[src/logic/acsp_pkg.sv]
// constants and types for the converter control and serial port block
// Overview of operation
// Strobe high at conversion end: stay powered.
// Strobe low at conversion end: power down.
// Strobe falling edge: hold and start conversion.
// Conversion lasts 2.3 us, then result loads.
// Early read shifts out the previous result.
// Result load waits until active read ends.
// Late read shifts out the newest result.
// Host ends reads 100 ns before strobe falls.
// Powered down: strobe rising edge starts power-up.
// Power-up timed internally; early fall waits.
// Auto power-down: latch result, then power down.
// Host waits 2.3 us before reading result.
// Serial port works while converter powered down.
// Port enabled on first clock after read sync.
// Five wires: clock, two syncs, data out, in.
// Free-running or gated serial clock both work.
// Frame sync edges clear the serial counters.
// Extra clock edges ignored until next frame.
// Drive data on rises; release on 11th.
// Capture on falls; control updates on 13th.
// Power-down select bits choose power behaviour.
// Most significant first, result left justified.
// Durations counted in own clock cycles.
package acsp_pkg;

  // time base
  localparam int CLK_NS = 5;
  localparam int CONV_NS = 2300;
  localparam int WAKE_NS = 1500;
  localparam int TMR_W = 9;
  localparam logic [TMR_W-1:0] CONV_CYC = TMR_W'((CONV_NS + CLK_NS - 1) / CLK_NS);
  localparam logic [TMR_W-1:0] WAKE_CYC = TMR_W'((WAKE_NS + CLK_NS - 1) / CLK_NS);
  localparam logic [TMR_W-1:0] TMR_ZERO = 9'h000;
  localparam logic [TMR_W-1:0] TMR_ONE = 9'h001;

  // serial framing
  localparam int WORD_W = 16;
  localparam int RES_W = 10;
  localparam int PAD_W = WORD_W - RES_W;
  localparam logic [PAD_W-1:0] PAD_ZERO = 6'h00;
  localparam logic [3:0] MSB_IDX = 4'hf;
  localparam logic [3:0] RD_BITS = 4'ha;
  localparam logic [3:0] WR_BITS = 4'hd;
  localparam logic [3:0] CNT_ZERO = 4'h0;
  localparam logic [3:0] CNT_ONE = 4'h1;

  // control word layout
  localparam int CTRL_W = 13;
  localparam logic [CTRL_W-1:0] CTRL_RST = 13'h0000;
  localparam int PD_HI_BIT = 11;
  localparam int PD_LO_BIT = 10;
  localparam logic [1:0] PD_FULL_DOWN = 2'h0;
  localparam logic [1:0] PD_PARTIAL = 2'h1;
  localparam logic [1:0] PD_AUTO_FULL = 2'h2;
  localparam logic [1:0] PD_FULL_UP = 2'h3;

  typedef enum logic [1:0] {
    ACSP_DOWN = 2'h0,
    ACSP_WAKE = 2'h1,
    ACSP_IDLE = 2'h2,
    ACSP_CONV = 2'h3
  } acsp_pwr_t;

endpackage

[src/logic/acsp_sync.sv]
// two flip-flop synchroniser for pins from outside the clock domain
`timescale 1ns/1ps
module acsp_sync #(
  parameter int W = 1
) (
  input wire logic ref_clk,
  input wire logic rst,
  input wire logic [W-1:0] d,
  output logic [W-1:0] q
);

  logic [W-1:0] meta;

  // first stage feeds only the second stage
  always_ff @(posedge ref_clk or posedge rst) begin
    if (rst) begin
      meta <= '0;
      q <= '0;
    end else begin
      meta <= d;
      q <= meta;
    end
  end

endmodule

[src/logic/acsp_top.sv]
// conversion timing, power control and five-wire serial port of the converter
`timescale 1ns/1ps
module acsp_top (
  input wire logic ref_clk,
  input wire logic rst,
  input wire logic conversion_strobe_n,
  input wire logic sclk,
  input wire logic read_frame_sync,
  input wire logic write_frame_sync,
  input wire logic din,
  input wire logic [9:0] sample_code,
  output logic dout,
  output logic dout_oe_n,
  output logic sampler_hold,
  output logic analog_powered,
  output logic ref_powered,
  output logic [12:0] control_word
);

  typedef struct packed {
    acsp_pkg::acsp_pwr_t pwr;
    logic [acsp_pkg::TMR_W-1:0] tmr;
    logic fall_pend;
    logic ref_on;
    logic [3:0] prev;
    logic rd_armed;
    logic [3:0] rd_cnt;
    logic dout;
    logic dout_oe_n;
    logic wr_armed;
    logic [3:0] wr_cnt;
    logic [acsp_pkg::CTRL_W-1:0] wr_sr;
    logic [acsp_pkg::CTRL_W-1:0] ctrl;
    logic [acsp_pkg::WORD_W-1:0] result;
    logic load_pend;
    logic [acsp_pkg::RES_W-1:0] pend_code;
  } acsp_state_t;

  localparam acsp_state_t ST_RST = '{
    pwr: acsp_pkg::ACSP_DOWN,
    dout_oe_n: 1'b1,
    default: '0
  };

  acsp_state_t st;
  acsp_state_t next_st;

  logic strobe_s;
  logic rfs_s;
  logic tfs_s;
  logic sclk_s;
  logic din_s;

  // every strobe, sync and serial pin is resynchronised; the serial clock is sampled, not used as a clock
  // sampling sclk means gated and free-running serial clocks behave alike
  acsp_sync #(
    .W(3)
  ) u_sync_frame (
    .ref_clk(ref_clk),
    .rst(rst),
    .d({conversion_strobe_n, read_frame_sync, write_frame_sync}),
    .q({strobe_s, rfs_s, tfs_s})
  );

  acsp_sync #(
    .W(2)
  ) u_sync_data (
    .ref_clk(ref_clk),
    .rst(rst),
    .d({sclk, din}),
    .q({sclk_s, din_s})
  );

  logic strobe_rise;
  logic strobe_fall;
  logic sclk_rise;
  logic sclk_fall;
  logic rfs_rise;
  logic tfs_fall;
  logic rd_active;
  logic conv_end;
  logic wake_end;
  logic down_at_end;
  logic [1:0] pd;

  // edge finding on the second synchroniser stage against the stored copy
  assign strobe_rise = strobe_s & ~st.prev[3];
  assign strobe_fall = ~strobe_s & st.prev[3];
  assign sclk_rise = sclk_s & ~st.prev[2];
  assign sclk_fall = ~sclk_s & st.prev[2];
  assign rfs_rise = rfs_s & ~st.prev[1];
  assign tfs_fall = ~tfs_s & st.prev[0];

  // a read is in flight from its first clock edge until the release edge
  assign rd_active = st.rd_armed && (st.rd_cnt != acsp_pkg::CNT_ZERO);
  assign pd = {st.ctrl[acsp_pkg::PD_HI_BIT], st.ctrl[acsp_pkg::PD_LO_BIT]};
  assign conv_end = (st.pwr == acsp_pkg::ACSP_CONV) &&
                    (st.tmr == acsp_pkg::CONV_CYC - acsp_pkg::TMR_ONE);
  assign wake_end = (st.pwr == acsp_pkg::ACSP_WAKE) &&
                    (st.tmr == acsp_pkg::WAKE_CYC - acsp_pkg::TMR_ONE);
  // 00 always drops power; 01 and 10 drop it only with the strobe low
  assign down_at_end = (pd == acsp_pkg::PD_FULL_DOWN) ||
                       (!strobe_s && (pd != acsp_pkg::PD_FULL_UP));

  // next state of the whole block
  always_comb begin
    next_st = st;
    next_st.prev = {strobe_s, sclk_s, rfs_s, tfs_s};

    // a result held back by a read goes in once the read is over
    if (st.load_pend && !rd_active) begin
      next_st.result = {st.pend_code, acsp_pkg::PAD_ZERO};
      next_st.load_pend = 1'b0;
    end

    // power and conversion sequencing
    case (st.pwr)
      acsp_pkg::ACSP_DOWN: begin
        if ((pd == acsp_pkg::PD_FULL_UP) ||
            ((pd != acsp_pkg::PD_FULL_DOWN) && strobe_rise)) begin
          next_st.pwr = acsp_pkg::ACSP_WAKE;
          next_st.tmr = acsp_pkg::TMR_ZERO;
          next_st.fall_pend = 1'b0;
        end
      end
      acsp_pkg::ACSP_WAKE: begin
        next_st.tmr = st.tmr + acsp_pkg::TMR_ONE;
        if (strobe_fall) begin
          next_st.fall_pend = 1'b1;
        end
        if (wake_end) begin
          next_st.tmr = acsp_pkg::TMR_ZERO;
          next_st.fall_pend = 1'b0;
          // an early strobe fall is served only after power-up has timed out
          if (st.fall_pend || strobe_fall) begin
            next_st.pwr = acsp_pkg::ACSP_CONV;
          end else begin
            next_st.pwr = acsp_pkg::ACSP_IDLE;
          end
        end
      end
      acsp_pkg::ACSP_IDLE: begin
        if (pd == acsp_pkg::PD_FULL_DOWN) begin
          next_st.pwr = acsp_pkg::ACSP_DOWN;
        end else if (strobe_fall) begin
          next_st.pwr = acsp_pkg::ACSP_CONV;
          next_st.tmr = acsp_pkg::TMR_ZERO;
        end
      end
      acsp_pkg::ACSP_CONV: begin
        next_st.tmr = st.tmr + acsp_pkg::TMR_ONE;
        if (conv_end) begin
          next_st.tmr = acsp_pkg::TMR_ZERO;
          // reading mid-update would tear the word, so the load is deferred
          if (rd_active) begin
            next_st.load_pend = 1'b1;
            next_st.pend_code = sample_code;
          end else begin
            next_st.result = {sample_code, acsp_pkg::PAD_ZERO};
            next_st.load_pend = 1'b0;
          end
          if (down_at_end) begin
            next_st.pwr = acsp_pkg::ACSP_DOWN;
          end else begin
            next_st.pwr = acsp_pkg::ACSP_IDLE;
          end
        end
      end
      default: begin
        next_st.pwr = acsp_pkg::ACSP_DOWN;
      end
    endcase

    // partial power-down keeps the reference alive
    next_st.ref_on = (next_st.pwr != acsp_pkg::ACSP_DOWN) ||
                     (pd == acsp_pkg::PD_PARTIAL);

    // serial read side; runs in every power state
    if (rfs_rise) begin
      next_st.rd_armed = 1'b1;
      next_st.rd_cnt = acsp_pkg::CNT_ZERO;
      next_st.dout_oe_n = 1'b1;
    end else if (st.rd_armed && sclk_rise) begin
      if (st.rd_cnt == acsp_pkg::RD_BITS) begin
        next_st.rd_armed = 1'b0;
        next_st.rd_cnt = acsp_pkg::CNT_ZERO;
        next_st.dout_oe_n = 1'b1;
      end else begin
        // the stored word is frozen during a read, so an early read sees
        // the previous result and a late one the newest
        next_st.dout = st.result[4'(acsp_pkg::MSB_IDX - st.rd_cnt)];
        next_st.dout_oe_n = 1'b0;
        next_st.rd_cnt = st.rd_cnt + acsp_pkg::CNT_ONE;
      end
    end

    // serial write side
    if (tfs_fall) begin
      next_st.wr_armed = 1'b1;
      next_st.wr_cnt = acsp_pkg::CNT_ZERO;
    end else if (st.wr_armed) begin
      if (sclk_fall && (st.wr_cnt != acsp_pkg::WR_BITS)) begin
        next_st.wr_sr = {st.wr_sr[acsp_pkg::CTRL_W-2:0], din_s};
        next_st.wr_cnt = st.wr_cnt + acsp_pkg::CNT_ONE;
      end else if (sclk_rise && (st.wr_cnt == acsp_pkg::WR_BITS)) begin
        next_st.ctrl = st.wr_sr;
        next_st.wr_armed = 1'b0;
      end
    end
  end

  // single state register
  always_ff @(posedge ref_clk or posedge rst) begin
    if (rst) begin
      st <= ST_RST;
    end else begin
      st <= next_st;
    end
  end

  // outputs straight from the state register
  assign dout = st.dout;
  assign dout_oe_n = st.dout_oe_n;
  assign sampler_hold = (st.pwr == acsp_pkg::ACSP_CONV);
  assign analog_powered = (st.pwr != acsp_pkg::ACSP_DOWN);
  assign ref_powered = st.ref_on;
  assign control_word = st.ctrl;

  // checks kept beside the logic they guard
  a_fall_starts_conv:
  assert property (@(posedge ref_clk) disable iff (rst)
    (st.pwr == acsp_pkg::ACSP_IDLE && pd != acsp_pkg::PD_FULL_DOWN && strobe_fall)
      |=> sampler_hold)
    else $error("strobe fall did not start a conversion");

  a_conv_length:
  assert property (@(posedge ref_clk) disable iff (rst)
    $rose(sampler_hold) |-> ##[459:459] sampler_hold ##1 !sampler_hold)
    else $error("conversion length is not 460 cycles");

  a_mode_hold_power:
  assert property (@(posedge ref_clk) disable iff (rst)
    (conv_end && strobe_s && pd != acsp_pkg::PD_FULL_DOWN)
      |=> (st.pwr == acsp_pkg::ACSP_IDLE))
    else $error("powered down with strobe high");

  a_auto_power_down:
  assert property (@(posedge ref_clk) disable iff (rst)
    (conv_end && !strobe_s && pd != acsp_pkg::PD_FULL_UP) |=> !analog_powered)
    else $error("no power-down with strobe low");

  a_result_latched:
  assert property (@(posedge ref_clk) disable iff (rst)
    (conv_end && !rd_active)
      |=> st.result == {$past(sample_code), acsp_pkg::PAD_ZERO})
    else $error("result not latched at conversion end");

  a_defer_load:
  assert property (@(posedge ref_clk) disable iff (rst)
    (rd_active && $past(rd_active)) |-> $stable(st.result))
    else $error("result changed during a read");

  a_wake_on_rise:
  assert property (@(posedge ref_clk) disable iff (rst)
    (st.pwr == acsp_pkg::ACSP_DOWN && pd != acsp_pkg::PD_FULL_DOWN && strobe_rise)
      |=> (st.pwr == acsp_pkg::ACSP_WAKE))
    else $error("strobe rise did not start power-up");

  a_wake_time:
  assert property (@(posedge ref_clk) disable iff (rst)
    $rose(st.pwr == acsp_pkg::ACSP_WAKE)
      |-> ##299 (st.pwr == acsp_pkg::ACSP_WAKE) ##1 (st.pwr != acsp_pkg::ACSP_WAKE))
    else $error("power-up time is not 300 cycles");

  a_release_eleventh:
  assert property (@(posedge ref_clk) disable iff (rst)
    (st.rd_armed && sclk_rise && !rfs_rise && st.rd_cnt == acsp_pkg::RD_BITS)
      |=> dout_oe_n && !st.rd_armed)
    else $error("data pin not released on 11th edge");

  a_ctrl_update:
  assert property (@(posedge ref_clk) disable iff (rst)
    (st.wr_armed && !tfs_fall && sclk_rise && st.wr_cnt == acsp_pkg::WR_BITS)
      |=> control_word == $past(st.wr_sr))
    else $error("control word not updated on 13th edge");

  a_ignore_clock:
  assert property (@(posedge ref_clk) disable iff (rst)
    (!st.wr_armed && !tfs_fall) |=> $stable(control_word))
    else $error("control word changed outside a frame");

  a_read_restart:
  assert property (@(posedge ref_clk) disable iff (rst)
    rfs_rise |=> (st.rd_armed && st.rd_cnt == acsp_pkg::CNT_ZERO && dout_oe_n))
    else $error("read sync rise did not restart the frame");

  a_write_restart:
  assert property (@(posedge ref_clk) disable iff (rst)
    tfs_fall |=> (st.wr_armed && st.wr_cnt == acsp_pkg::CNT_ZERO))
    else $error("write sync fall did not restart the frame");

  a_port_enable:
  assert property (@(posedge ref_clk) disable iff (rst)
    (st.rd_armed && !rfs_rise && sclk_rise && st.rd_cnt == acsp_pkg::CNT_ZERO)
      |=> !dout_oe_n && (dout == $past(st.result[acsp_pkg::WORD_W-1])))
    else $error("first clock after read sync did not drive the top bit");

  a_result_left:
  assert property (@(posedge ref_clk) disable iff (rst)
    st.result[acsp_pkg::PAD_W-1:0] == acsp_pkg::PAD_ZERO)
    else $error("result word not left justified");

  a_read_ignored:
  assert property (@(posedge ref_clk) disable iff (rst)
    (!st.rd_armed && !rfs_rise) |=> ($stable(dout) && $stable(dout_oe_n)))
    else $error("data pin moved outside a read frame");

  a_fall_pended:
  assert property (@(posedge ref_clk) disable iff (rst)
    (st.pwr == acsp_pkg::ACSP_WAKE && !wake_end && strobe_fall)
      |=> (st.pwr == acsp_pkg::ACSP_WAKE && st.fall_pend))
    else $error("early strobe fall cut power-up short");

  a_pend_starts_conv:
  assert property (@(posedge ref_clk) disable iff (rst)
    (wake_end && (st.fall_pend || strobe_fall)) |=> sampler_hold)
    else $error("pending conversion not started after power-up");

  a_partial_ref:
  assert property (@(posedge ref_clk) disable iff (rst)
    (pd == acsp_pkg::PD_PARTIAL) |=> ref_powered)
    else $error("reference dropped in partial power-down");

  a_full_down_holds:
  assert property (@(posedge ref_clk) disable iff (rst)
    (st.pwr == acsp_pkg::ACSP_DOWN && pd == acsp_pkg::PD_FULL_DOWN) |=> !analog_powered)
    else $error("left power-down with select 00");

  a_full_up_wakes:
  assert property (@(posedge ref_clk) disable iff (rst)
    (st.pwr == acsp_pkg::ACSP_DOWN && pd == acsp_pkg::PD_FULL_UP)
      |=> (st.pwr == acsp_pkg::ACSP_WAKE))
    else $error("select 11 did not start power-up");

  a_full_up_stays:
  assert property (@(posedge ref_clk) disable iff (rst)
    (conv_end && pd == acsp_pkg::PD_FULL_UP) |=> analog_powered)
    else $error("powered down with select 11");

endmodule

[config.mk]
export PLATFORM = sky130hd
export DESIGN_NAME = acsp_top
export DESIGN_NICKNAME = d
export VERILOG_FILES = /design/src/logic/acsp_pkg.sv /design/src/logic/acsp_sync.sv /design/src/logic/acsp_top.sv
export SDC_FILE = /design/constraint.sdc
export NUM_CORES = 1
export LEC_CHECK = 0
export ABC_AREA = 1
export BUFFER_PORTS_ARGS = -buffer_cell sky130_fd_sc_hd__buf_2
export CORE_MARGIN = 2
export CORE_UTILIZATION = 55
export DETAILED_ROUTE_END_ITERATION = 7
export GPL_ROUTABILITY_DRIVEN = 1
export GPL_TIMING_DRIVEN = 0
export HOLD_SLACK_MARGIN = 0.08
export PLACE_DENSITY = 0.79
export SLEW_MARGIN = 20
export SYNTH_ARGS = -nofsm -noshare
export SYNTH_HDL_FRONTEND = slang
export SYNTH_SLANG_ARGS = --single-unit
[constraint.sdc]
create_clock -name ref_clk -period 7.55 [get_ports ref_clk]
set_clock_uncertainty 0.2 [all_clocks]
set_input_delay 0.3775 -clock ref_clk [delete_from_list [all_inputs] [get_ports ref_clk]]
set_output_delay 0.3775 -clock ref_clk [all_outputs]
set_load 0.01 [all_outputs]
==> Implementation_results.wiki <==
{| class="wikitable"
! Metric !! Value
|-
| Transition time of the tightest slew-check pin || 0.494 ns
|-
| Total I/O pin count || 35
|-
| Largest fanout on the critical path || 11
|-
| Crit Path Category || reg -> reg
|-
| CP Depth || 10
|-
| Fin. Hold Viols || 0
|-
| Iteration-0 DRC Markers || 179
|-
| Overall die area || 8480 µm²
|-
| Worst Hold End || u_sync_frame.q[0]$_DFF_PP0_
|-
| Maximum vdd drop || 0.124 mV
|-
| Global-route wire length before repair || 14500 µm
|-
| Vias in the first global route || 3301
|-
| Number of antenna repair diodes || 0
|-
| Number of filler instances in the final layout || 621
|-
| Final wirelength || 8190 µm
|-
| Delay contributed by the slowest stage of the critical path || 0.38 ns
|-
| Area taken by flip-flops and latches || 2300 µm²
|-
| Final HPWL DP || 5610 µm
|-
| Share of layout cells above drive strength 1 || 0.153
|-
| Cells along the critical path || buf_2 -> inv_1 -> buf_2 -> ha_1 -> nand3_2 -> nand2_1 -> nand2_2 -> buf_6 -> o211ai_1 -> nand3_1
|-
| Synthesized area || 4270 µm²
|-
| Hold path startpoint || u_sync_frame.meta[0]$_DFF_PP0_
|-
| Worst R2R Setup Slack || 5.29 ns
|-
| Share of synthesized area occupied by flip-flops and latches || 0.540
|-
| Rows || 32
|-
| Dominant register cell in the synthesized netlist || sky130_fd_sc_hd__dfrtp_1
|-
| Max Fclk || 0.442 GHz
|-
| Horizontal extent of the die || 92.1 µm
|-
| Max Transition Viols Final || 0
|-
| Type of element capturing the critical path || flop
|-
| Cell family with most CP delay || buffers and inverters
|-
| Drt pass-1 iters || 4
|-
| Unrepaired setup endpoints after global routing || false
|-
| Clk_lat worst skew || 0.36 ns
|-
| Tcrit/Tclk final || 0.299
|-
| Die Span Y || 92.1 µm
|-
| Leakage power summed over all cells || 2.46 nW
|-
| Final net count || 586
|-
| Clock input transition at the sequential cells of the worst setup and hold paths || 0.09 ns
|-
| Initial antenna violation count || 0
|-
| Most frequent CP cell || sky130_fd_sc_hd__buf_2
|-
| Final TNS setup || 0 ns
|-
| Level count of the clock H-tree || 3
|-
| Layout overhead on the synthesized area || 16.3%
|-
| CTS Root Buffer Type || sky130_fd_sc_hd__clkbuf_8
|-
| Post-CTS Setup Bufs || 0
|-
| WHS Path Cells || 0
|-
| Most common cell in the synthesized netlist || sky130_fd_sc_hd__nand2_1
|-
| Setup violation total in the final timing report || 0
|-
| Antenna viol nets, final || 0
|-
| Maximum capacitance violations || 0
|-
| Starting utilization of the core area || 0.561
|-
| Setup slack at placement || 5.31 ns
|-
| Worst endpoint data arrival time || 2.30 ns
|-
| Routability congestion estimate from global placement || 0.844
|-
| Proportion of register bits with asynchronous set or reset after synthesis || 1.00
|-
| R2R depth || 10
|-
| Req. time, crit path || 7.59 ns
|-
| Yosys top cell area share || 0.534
|-
| Total global routing overflow || 0
|-
| Worst flop-to-flop path endpoint || st[23]$_DFF_PP0_
|-
| Number of enable flip-flop cells after synthesis || 0
|-
| Syn Area/Cell || 8.52 µm²
|-
| Max Buffers Root-to-Sink || 2
|-
| Pwr dens || 197 nW/µm²
|-
| Area of the multi-input gates || 1530 µm²
|-
| Final Power || 977 µW
|-
| Maximum number of pins on one net before global-route repair || 56
|-
| Total of cells resized after clock tree synthesis || 0
|-
| Syn nets || 524
|-
| Layout Cells excl Fill || 670
|-
| Post-DR vias/cell || 5.01
|-
| Crit path time final || 2.26 ns
|-
| Worst Setup Start Kind || flop
|-
| Area of the core region || 7610 µm²
|-
| CTS tree || yes
|-
| Count of state elements after synthesis || 92
|-
| Top cell types by occurrence after synthesis || 152 x sky130_fd_sc_hd__nand2_1, 91 x sky130_fd_sc_hd__dfrtp_1, 66 x sky130_fd_sc_hd__inv_1
|-
| Reg-to-reg startpoint || st[60]$_DFFE_PP0P_
|-
| Cell accounting for the most synthesized area || sky130_fd_sc_hd__dfrtp_1
|-
| Path class of the lowest-slack min-delay path || reg -> reg
|-
| Synthesis Warnings || 0
|-
| Total track usage || 0.214
|-
| Crit path buffers/inverters || 4
|-
| Number of vias in the routed layout || 3358
|-
| CTS sink cnt || 92
|-
| Number of different library cells in the post-synthesis netlist || 32
|-
| Synthesized instance count || 501
|-
| Outcome || completed
|-
| Port Buffers || 34
|-
| Post-route worst setup slack || 5.29 ns
|-
| DRC errors left || 0
|-
| Ranking of synthesized cells by area || sky130_fd_sc_hd__dfrtp_1 53%, sky130_fd_sc_hd__nand2_1 13%, sky130_fd_sc_hd__inv_1 5.8%, sky130_fd_sc_hd__nand3_1 5.4%, sky130_fd_sc_hd__o21ai_0 4.7%
|-
| CTS Hold Buffers Added || 16
|-
| Rel. slew slack || 0.667
|-
| Number of buffers created by CTS || 9
|-
| Post-detailed-route wirelength per cell || 12.2 µm
|-
| CP max-delay cell || sky130_fd_sc_hd__dfrtp_1
|-
| Count of placed standard cells including taps || 638
|}
[power breakdown]
group	total (mW)	switching (mW)	internal (mW)
Sequential	0.540	0.0196	0.520
Clock	0.344	0.184	0.159
Combinational	0.0934	0.0567	0.0367
Total	0.977	0.261	0.716
[layout make-up]
type	count	share of cell area
repair buffers	51	0.0721
clock inverters	7	0.0166
flip-flops and latches	92	0.464
clock buffers	9	0.0250
inverters	67	0.0512
multi-input cells	316	0.309
well taps	102	0.0257
plain buffers	26	0.0361
[kinds of logic (layout without fill, tap and decap cells)]
| group | count (synthesis) | in the layout | synth area share |
|---|---|---|---|
| simple gates | 238 | 238 | 0.239 |
| buf+inv | 93 | 160 | 0.101 |
| flops | 92 | 92 | 0.540 |
| compound gates | 64 | 64 | 0.0868 |
| xor+xnor | 8 | 8 | 0.0164 |
| fa+ha+maj | 6 | 6 | 0.0176 |
[worst max path at each step]
stage                                   from                           to  slack [ns]
after floorplan                          rst  control_word[0]$_DFFE_PP0P_        4.58
after global placement                   rst           st[78]$_DFFE_PP0P_        3.55
after detailed placement  st[60]$_DFFE_PP0P_             st[23]$_DFF_PP0_        5.31
after CTS                 st[60]$_DFFE_PP0P_             st[23]$_DFF_PP0_        5.29
after global routing      st[60]$_DFFE_PP0P_             st[24]$_DFF_PP0_        5.06
final                     st[60]$_DFFE_PP0P_             st[23]$_DFF_PP0_        5.29
[state kept, by name, indices dropped and copies added (netlist names)]
| name | flops |
|---|---|
| control_word | 13 |
| dout_oe_n | 1 |
| dout | 1 |
| u_sync_frame.meta | 3 |
| u_sync_frame.q | 3 |
| u_sync_data.q | 2 |
| st | 66 |
| ref_powered | 1 |
| u_sync_data.meta | 2 |
[through the flow]
stage	hold WS [ns]	utilization	area [µm²]
floorplan	0.131	-	4270
global placement	0.132	0.600	4570
detailed placement	0.135	0.604	4600
CTS	0.158	0.652	4960
global route	0.165	0.652	4960
finish	0.156	0.652	4960
[metal layers]
| layer | track usage | share of wire | vias up |
|---|---|---|---|
| met5 | 0 | 0 | - |
| met4 | 0.0759 | 0.013 | 0 |
| met3 | 0.0477 | 0.039 | 8 |
| met2 | 0.364 | 0.49 | 60 |
| met1 | 0.271 | 0.46 | 1591 |
| li1 | - | - | 1699 |
[placed cells by master, fill, tap and decap left out, types with 2 or more instances in the layout]
master,n
sky130_fd_sc_hd__nand2_1,152
sky130_fd_sc_hd__dfrtp_1,91
sky130_fd_sc_hd__inv_1,65
sky130_fd_sc_hd__nand3_1,46
sky130_fd_sc_hd__buf_2,42
sky130_fd_sc_hd__o21ai_0,40
sky130_fd_sc_hd__nor2_1,26
sky130_fd_sc_hd__dlygate4sd3_1,16
sky130_fd_sc_hd__buf_4,13
sky130_fd_sc_hd__o211ai_1,10
sky130_fd_sc_hd__clkbuf_8,9
sky130_fd_sc_hd__xor2_1,6
sky130_fd_sc_hd__ha_1,6
sky130_fd_sc_hd__o22ai_1,5
sky130_fd_sc_hd__nand4_1,4
sky130_fd_sc_hd__buf_6,3
sky130_fd_sc_hd__a21oi_1,3
sky130_fd_sc_hd__nor2_2,2
sky130_fd_sc_hd__nand2_2,2
sky130_fd_sc_hd__clkbuf_1,2
sky130_fd_sc_hd__o21ai_1,2
sky130_fd_sc_hd__xnor2_1,2
sky130_fd_sc_hd__inv_6,2
sky130_fd_sc_hd__inv_8,2
[worst register-to-register path: stages, from the launching register on]
cell and delay, ns:
sky130_fd_sc_hd__dfrtp_1 0.38, sky130_fd_sc_hd__buf_2 0.19, sky130_fd_sc_hd__inv_1 0.09, sky130_fd_sc_hd__buf_2 0.22, sky130_fd_sc_hd__ha_1 0.20, sky130_fd_sc_hd__nand3_2 0.11
sky130_fd_sc_hd__nand2_1 0.16, sky130_fd_sc_hd__nand2_2 0.14, sky130_fd_sc_hd__buf_6 0.17, sky130_fd_sc_hd__o211ai_1 0.17, sky130_fd_sc_hd__nand3_1 0.10
No activity file was read; power rests on OpenSTA's default activity.
